**src/pwl_unlock_seq.sv**
```systemverilog
// constants package and unlock sequencer for the pwm register write lock
//------------------------------------------------------------------------------
//------------------------------------------------------------------------------
`timescale 1ns/1ns
`default_nettype none
package pwl_pkg;
  localparam int DW = 16;
  localparam int AW = 8;
  localparam int NCH = 3;
  localparam logic [DW-1:0] KEY_FIRST = 16'habcd;
  localparam logic [DW-1:0] KEY_SECOND = 16'h4321;
  localparam int CFG_PROT_BIT = 6;
  localparam logic [15:0] CFG_WORD_RST = 16'h0040;
  localparam logic CFG_PROT_RST = 1'b1;
  // byte offsets on the register bus
  localparam logic [AW-1:0] OFS_KEY = 8'h00;
  localparam logic [AW-1:0] OFS_STATUS = 8'h04;
  localparam logic [AW-1:0] OFS_CH_BASE = 8'h10;
  localparam logic [AW-1:0] OFS_CH_STRIDE = 8'h08;
  localparam logic [AW-1:0] OFS_FLT_REL = 8'h04;
  localparam logic [DW-1:0] OUT_CTL_RST = 16'h0000;
  localparam logic [DW-1:0] FLT_CTL_RST = 16'h0000;
  // status field positions
  localparam int ST_PROT = 0;
  localparam int ST_STATE_LO = 1;
  localparam int ST_BLOCKED = 3;
  typedef enum logic [1:0] {
    PWL_IDLE = 2'b00,
    PWL_KEY1 = 2'b01,
    PWL_OPEN = 2'b10
  } pwl_state_t;
endpackage

module pwl_unlock_seq (
  // clock and reset
  input wire logic clk_i,
  input wire logic rst_i,
  // one pulse per taken register access
  input wire logic acc_i,
  input wire logic key_wr_i,
  input wire logic [pwl_pkg::DW-1:0] wdata_i,
  // state
  output logic open_o,
  output pwl_pkg::pwl_state_t state_o
);
  import pwl_pkg::*;

  pwl_state_t state_ff;
  pwl_state_t nxt_state;

  // every taken access moves the sequence; anything off-script falls back
  always_comb begin
    nxt_state = state_ff;
    if (acc_i) begin
      case (state_ff)
        PWL_IDLE: begin
          if (key_wr_i && wdata_i == KEY_FIRST) nxt_state = PWL_KEY1;
        end
        PWL_KEY1: begin
          if (key_wr_i && wdata_i == KEY_SECOND) begin
            nxt_state = PWL_OPEN;
          end else if (key_wr_i && wdata_i == KEY_FIRST) begin
            nxt_state = PWL_KEY1; // a fresh first key restarts the pair
          end else begin
            nxt_state = PWL_IDLE;
          end
        end
        PWL_OPEN: begin
          // the window lasts for one access only, whatever it is
          if (key_wr_i && wdata_i == KEY_FIRST) nxt_state = PWL_KEY1;
          else nxt_state = PWL_IDLE;
        end
        default: nxt_state = PWL_IDLE;
      endcase
    end
  end

  always_ff @(posedge clk_i) begin
    if (rst_i) state_ff <= PWL_IDLE;
    else state_ff <= nxt_state;
  end

  assign open_o = (state_ff == PWL_OPEN);
  assign state_o = state_ff;
endmodule
`default_nettype wire

```
**src/pwl_write_lock.sv**
```systemverilog
// wishbone register bank with key-guarded pwm output and fault control registers
//
// The implementer's own choices: the Wishbone slave port and the address map.
`timescale 1ns/1ns
`default_nettype none
module pwl_write_lock (
  // clock and reset
  input wire logic REF_CLK_I,
  input wire logic SYS_RST_I,
  // non-volatile configuration word, static after reset
  input wire logic [15:0] OSC_SEL_CFG_I,
  // classic wishbone slave
  input wire logic WB_CYC_I,
  input wire logic WB_STB_I,
  input wire logic WB_WE_I,
  input wire logic [pwl_pkg::AW-1:0] WB_ADR_I,
  input wire logic [3:0] WB_SEL_I,
  input wire logic [31:0] WB_DAT_I,
  output logic [31:0] WB_DAT_O,
  output logic WB_ACK_O,
  // guarded register contents, channel n at bits n*16 upward
  output logic [pwl_pkg::NCH*pwl_pkg::DW-1:0] OUT_CTL_O,
  output logic [pwl_pkg::NCH*pwl_pkg::DW-1:0] FLT_CTL_O,
  output logic PROT_ACTIVE_O
);
  import pwl_pkg::*;

  //----------------------------------------------------------------------------
  // configuration capture
  //----------------------------------------------------------------------------
  logic prot_ff;
  logic nxt_prot;
  logic cfg_done_ff;
  logic nxt_cfg_done;

  // the word is sampled once after reset release; reset itself loads the
  // enabled default so nothing is writable before the capture
  // limitation: the word comes from non-volatile cells that settle long before
  // reset ends, so it is taken as static and not passed through a synchroniser;
  // a word that moves after the capture edge is not seen until the next reset
  always_comb begin
    nxt_prot = prot_ff;
    nxt_cfg_done = 1'b1;
    if (!cfg_done_ff) nxt_prot = OSC_SEL_CFG_I[CFG_PROT_BIT];
  end

  // register the captured bit; reset restores the protected default
  always_ff @(posedge REF_CLK_I) begin
    if (SYS_RST_I) begin
      prot_ff <= CFG_PROT_RST;
      cfg_done_ff <= 1'b0;
    end else begin
      prot_ff <= nxt_prot;
      cfg_done_ff <= nxt_cfg_done;
    end
  end

  //----------------------------------------------------------------------------
  // bus decode
  //----------------------------------------------------------------------------
  logic ack_ff;
  logic nxt_ack;
  logic [31:0] rdat_ff;
  logic [31:0] nxt_rdat;
  logic take;
  logic wr;
  logic key_wr;
  logic full_word;
  logic open;
  pwl_state_t seq_state;
  logic [NCH-1:0] hit_out;
  logic [NCH-1:0] hit_flt;

  // one access is taken per request, the cycle before ack rises; the ack
  // flop masks the request for one edge so a master that is slow to drop
  // its strobe is not counted twice, which would burn an open window
  assign take = WB_CYC_I && WB_STB_I && !ack_ff;
  assign wr = take && WB_WE_I;
  assign full_word = WB_SEL_I[0] && WB_SEL_I[1];
  // a key counts only as a full halfword write; a byte-wide one is just an access
  assign key_wr = wr && (WB_ADR_I == OFS_KEY) && full_word;

  // any taken access, read or write, counts toward the sequence
  // status polls count too, so software must not poll between the keys and
  // the guarded write
  pwl_unlock_seq u_seq (
    .clk_i(REF_CLK_I),
    .rst_i(SYS_RST_I),
    .acc_i(take),
    .key_wr_i(key_wr),
    .wdata_i(WB_DAT_I[DW-1:0]),
    .open_o(open),
    .state_o(seq_state)
  );

  // per-channel address match; each fault register sits a fixed step above
  // its output register
  genvar g;
  generate
    for (g = 0; g < NCH; g++) begin : g_hit
      localparam logic [AW-1:0] OFS_OUT = AW'(OFS_CH_BASE + AW'(g) * OFS_CH_STRIDE);
      assign hit_out[g] = (WB_ADR_I == OFS_OUT);
      assign hit_flt[g] = (WB_ADR_I == AW'(OFS_OUT + OFS_FLT_REL));
    end
  endgenerate

  //----------------------------------------------------------------------------
  // guarded registers
  //----------------------------------------------------------------------------
  logic wr_allowed;
  logic guarded_hit;
  logic blocked_ff;
  logic nxt_blocked;
  logic clr_blocked;
  logic set_blocked;
  // one flop word per channel and register kind, indexed by channel
  logic [DW-1:0] out_ff [NCH];
  logic [DW-1:0] nxt_out [NCH];
  logic [DW-1:0] flt_ff [NCH];
  logic [DW-1:0] nxt_flt [NCH];

  // only the access straight after the second key may write, and it uses
  // the window up whether it hits one register or none
  // with protection off the window still runs but no longer gates anything
  assign wr_allowed = !prot_ff || open;
  assign guarded_hit = |{hit_out, hit_flt};

  // byte lanes follow the select bits; a partial write through the open
  // window still uses the window up
  function automatic logic [DW-1:0] merge(input logic [DW-1:0] old, input logic [DW-1:0] val,
                                          input logic [1:0] be);
    merge = {be[1] ? val[15:8] : old[15:8], be[0] ? val[7:0] : old[7:0]};
  endfunction

  generate
    for (g = 0; g < NCH; g++) begin : g_reg
      // a locked write leaves the old value in place
      always_comb begin
        nxt_out[g] = out_ff[g];
        nxt_flt[g] = flt_ff[g];
        if (wr && wr_allowed && hit_out[g]) begin
          nxt_out[g] = merge(out_ff[g], WB_DAT_I[DW-1:0], WB_SEL_I[1:0]);
        end
        if (wr && wr_allowed && hit_flt[g]) begin
          nxt_flt[g] = merge(flt_ff[g], WB_DAT_I[DW-1:0], WB_SEL_I[1:0]);
        end
      end

      // register both words of the channel
      always_ff @(posedge REF_CLK_I) begin
        if (SYS_RST_I) begin
          out_ff[g] <= OUT_CTL_RST;
          flt_ff[g] <= FLT_CTL_RST;
        end else begin
          out_ff[g] <= nxt_out[g];
          flt_ff[g] <= nxt_flt[g];
        end
      end

      // flatten the per-channel words onto the output buses
      assign OUT_CTL_O[g*DW +: DW] = out_ff[g];
      assign FLT_CTL_O[g*DW +: DW] = flt_ff[g];
    end
  endgenerate

  // a clear needs the low byte lane and a one in the flag's position; any
  // guarded write outside the window is refused while protection is on, even with every lane off
  assign clr_blocked = wr && (WB_ADR_I == OFS_STATUS) && WB_SEL_I[0] && WB_DAT_I[ST_BLOCKED];
  assign set_blocked = wr && guarded_hit && !wr_allowed;

  // sticky flag for a refused write; a new refusal wins over a clear so
  // that a clear racing a refusal never hides it from software
  always_comb begin
    nxt_blocked = blocked_ff;
    if (clr_blocked) nxt_blocked = 1'b0;
    if (set_blocked) nxt_blocked = 1'b1;
  end

  // the flag starts clear out of reset
  always_ff @(posedge REF_CLK_I) begin
    if (SYS_RST_I) blocked_ff <= 1'b0;
    else blocked_ff <= nxt_blocked;
  end

  //----------------------------------------------------------------------------
  // read data and acknowledge
  //----------------------------------------------------------------------------
  // unmapped addresses still ack with zero so the master never hangs
  // the key register reads back zero so the keys cannot be read off the bus
  always_comb begin
    nxt_ack = take;
    nxt_rdat = 32'h0000_0000;
    if (take && !WB_WE_I) begin
      // status shows the protect flag, sequence state and refusal flag
      if (WB_ADR_I == OFS_STATUS) begin
        nxt_rdat[ST_PROT] = prot_ff;
        nxt_rdat[ST_STATE_LO +: 2] = seq_state;
        nxt_rdat[ST_BLOCKED] = blocked_ff;
      end
      for (int i = 0; i < NCH; i++) begin
        if (hit_out[i]) nxt_rdat[DW-1:0] = out_ff[i];
        if (hit_flt[i]) nxt_rdat[DW-1:0] = flt_ff[i];
      end
    end
  end

  // ack and read data stand for exactly one cycle
  always_ff @(posedge REF_CLK_I) begin
    if (SYS_RST_I) begin
      ack_ff <= 1'b0;
      rdat_ff <= 32'h0000_0000;
    end else begin
      ack_ff <= nxt_ack;
      rdat_ff <= nxt_rdat;
    end
  end

  // every output comes straight from a flop
  assign WB_ACK_O = ack_ff;
  assign WB_DAT_O = rdat_ff;
  assign PROT_ACTIVE_O = prot_ff;
endmodule
`default_nettype wire

```
**config.mk**
```make
export PLATFORM = sky130hd
export DESIGN_NAME = pwl_write_lock
export DESIGN_NICKNAME = d
export VERILOG_FILES = /design/src/pwl_unlock_seq.sv /design/src/pwl_write_lock.sv
export SDC_FILE = /design/constraint.sdc
export NUM_CORES = 1
export LEC_CHECK = 0
export BUFFER_PORTS_ARGS = -buffer_cell sky130_fd_sc_hd__buf_4
export CORE_UTILIZATION = 40
export CTS_CLUSTER_SIZE = 40
export DETAILED_ROUTE_END_ITERATION = 16
export PLACE_DENSITY = 0.7
export SETUP_SLACK_MARGIN = 0.1
export SLEW_MARGIN = 25
export SYNTH_ARGS = -nofsm -noshare
export SYNTH_HDL_FRONTEND = slang
export SYNTH_SLANG_ARGS = --single-unit
```
**constraint.sdc**
```tcl
create_clock -name REF_CLK_I -period 2.1 [get_ports REF_CLK_I]
set_input_delay 0.42 -clock REF_CLK_I [delete_from_list [all_inputs] [get_ports REF_CLK_I]]
set_output_delay 0.42 -clock REF_CLK_I [all_outputs]
set_load 0.005 [all_outputs]
```
==> flow_summary.yaml <==
cells_and_area:
  mostFrequentLayoutCells: "buf_4 (177), dfxtp_1 (118), nand2_1 (88)"
  n_antenna_cell: 0
  mostFrequentLayoutCell: "buf_4"
  layout.nets: 791
  regArea_um2: 2360
  drive_above_1_share_pct: 33.6
  nFillCells: 1131
  syn2layout_area_growth_pct: 37.4
  multi_input_area_um2: 2740
timing:
  period_share_pct: 84.5
  drv_slew: 0
  fin_crit_ps: 1780
  hold_viol_final: 0
  clock.fmax_mhz: 563
  tns_ps: 0
  rsz0062_at_grt: "no"
  finalSetupViolations: 0
  finalHoldWorstSlack_ps: 228
  clock_skew_ps: 8.70
worst_hold_path:
  worstHoldStart: "OSC_SEL_CFG_I[6]"
  hp-class: "input port to register"
setup_path:
  setup.worst_path.class: "register to register"
  required_ps: 2430
  worstSetupStartpoint: "WB_ACK_O"
  critical_path.top_delay_family: "simple AND/OR/NAND/NOR gates"
  slowest_delay_ps: 440
  arrival_ps: 2110
  startpoint_type: "register"
  cp_slowest_cell: "and4b_1"
  worstPathCellList: "and4b_1 > o2111a_1 > nand3_2 > mux2i_1"
  cp_num_buf_inv: 0
  critPathCaptureType: "register"
  cp_max_fo: 8
  r2r_start: "WB_ACK_O"
place:
  numPortBuffers: 145
  dp_hpwl_um: 12100
  gp_congestion: 0.820
power_and_ir_drop:
  p_sw_mw: 1.18
  vdd_drop_max_mv: 0.477
  intPower_mw: 4.26
  swShare_pct: 21.8
  power_frac_comb_pct: 5.1
  p_leak_nw: 3.34
  power_density_nw_per_um2: 741
  clkPwrFrac_pct: 53.7
  seq_power_share_pct: 41.3
floorplanning:
  die_y_um: 118
  start_util_pct: 41.7
  fp-row-count: 41
  num_io_pins: 195
  die-area_um2: 13800
  core_region_area_um2: 12800
  die_w_um: 118
grt:
  antenna_found_initial: 0
  grt_use_met1_pct: 31.0
  grt_max_degree: 50
  top_usage_layer: "met2"
  grt-ovfl-total: 0
  grt_pass1_wl_um: 26600
  grt_pass1_vias: 4992
  grtUsageMet3_pct: 6.69
  track_usage_pct: 24.7
  use_met2_pct: 40.1
synthesis:
  synth_edf_count: 0
  syn_area_um2: 5340
  seq_area_frac_synth_pct: 44.2
  synthCells: 565
  async_flop_share_pct: 0
  avgSynthCellArea_um2: 9.46
  ys_types: 47
  ys.flop_type: "dfxtp_1"
  ys_warn_count: 0
  ys_ff_latch: 118
cts:
  clock-root-buffer: "clkbuf_16"
  ctsLongestPathBuffers: 2
  clkTransAtPathRegs_ps: 50
  cts_setup_buffers: 0
  clk_latency_ps: 410
  htreeDepth: 4
  cts_resized: 0
  cts_buffers: 17
  cts_hold_buffers: 0
  cts_tree: "done"
  clock_sinks: 118
routing:
  route.detailed.drc: 0
  vias: 5015
  routed_via_density: 5.50
  totalWireLength_um: 16900
  postRouteAntennaNets: 0
  wl_per_cell_um: 18.5
  firstDrtPassIters: 5
  drtIter0Drc: 286
job:
  maxCapViolations: 0
run_status:
  outcome: "complete, no violations"
cell usage after synthesis (all sizes together), types with 4 or more instances:
master	number	area (um^2)
buf	28	191
a22oi	9	67.6
and2	6	37.5
dfxtp	118	2360
a21oi	37	185
a211oi	6	45.0
clkbuf	27	101
nor4bb	4	40.0
nor2b	4	25.0
mux4	12	270
nor2	24	90.1
o21ai	36	180
nand2	89	337
mux2	13	146
o211ai	7	52.6
nor3	4	25.0
mux2i	66	661
nand4	4	37.5
nand3	39	205
kinds of logic (layout without fill, tap and decap cells):
logic type	after synthesis	after routing	synth area share [%]
simple gates	191	191	18.0
buf+inv	57	216	5.62
flops	118	118	44.2
compound gates	107	107	11.9
other cells	1	16	0.0702
mux	91	91	20.2
flip-flops by register name, indices dropped and copies added, names as in the netlist:
name	flops
flt_ff	48
out_ff	48
WB_DAT_O	16
u_seq.state_o	2
PROT_ACTIVE_O	1
WB_ACK_O	1
blocked_ff	1
cfg_done_ff	1
tightest hold or removal path: stages:
cell and delay (ps):
buf_4 80, mux2i_1 50, nand2_1 60
power groups by stage:
| stage | sequential [mW] | clock [mW] | combinational [mW] |
|---|---|---|---|
| floorplan | 2.29 | 0 | 0.156 |
| global placement | 2.29 | 0 | 0.268 |
| detailed placement | 2.29 | 0 | 0.273 |
| CTS | 2.25 | 2.96 | 0.274 |
| global route | 2.25 | 3.06 | 0.296 |
| finish | 2.25 | 2.92 | 0.277 |
path summary, 6_finish.rpt:
check | end | slack, ps | cells after the start
worst min-delay path | PROT_ACTIVE_O | 230 | 3
worst max-delay path | flt_ff[1][7] | 320 | 4
worst max register to register | flt_ff[1][7] | 320 | 4
worst min register to register | flt_ff[1][0] | 470 | 2
metrics by stage:
stage	util [%]	cell area (um^2)	worst slack, ps	total power [mW]	cells
2_1_floorplan	-	5400	188	2.45	580
3_3_place_gp	52.6	6750	137	2.56	879
3_5_place_dp	52.6	6750	112	2.57	879
4_1_cts	57.3	7340	324	5.48	911
5_1_grt	57.3	7340	259	5.60	911
6_report	57.3	7340	325	5.44	911
layer usage:
metal / vias up / wire, um
met1: 2429 / 7300
met4: 0 / 346
met3: 36 / 1140
met2: 221 / 8070
met5: - / 0
li1: 2329 / -
area by class of cell:
| type | instances | area share, % |
|---|---|---|
| multi-input combinational | 405 | 37.3 |
| sequential | 118 | 32.2 |
| timing repair buffer | 182 | 19.5 |
| clock buffer | 22 | 6.32 |
| tap | 172 | 2.93 |
| clock inverter | 10 | 1.74 |
| inverter | 2 | 0.102 |
Note: power is estimated with default switching activity, not from simulation.
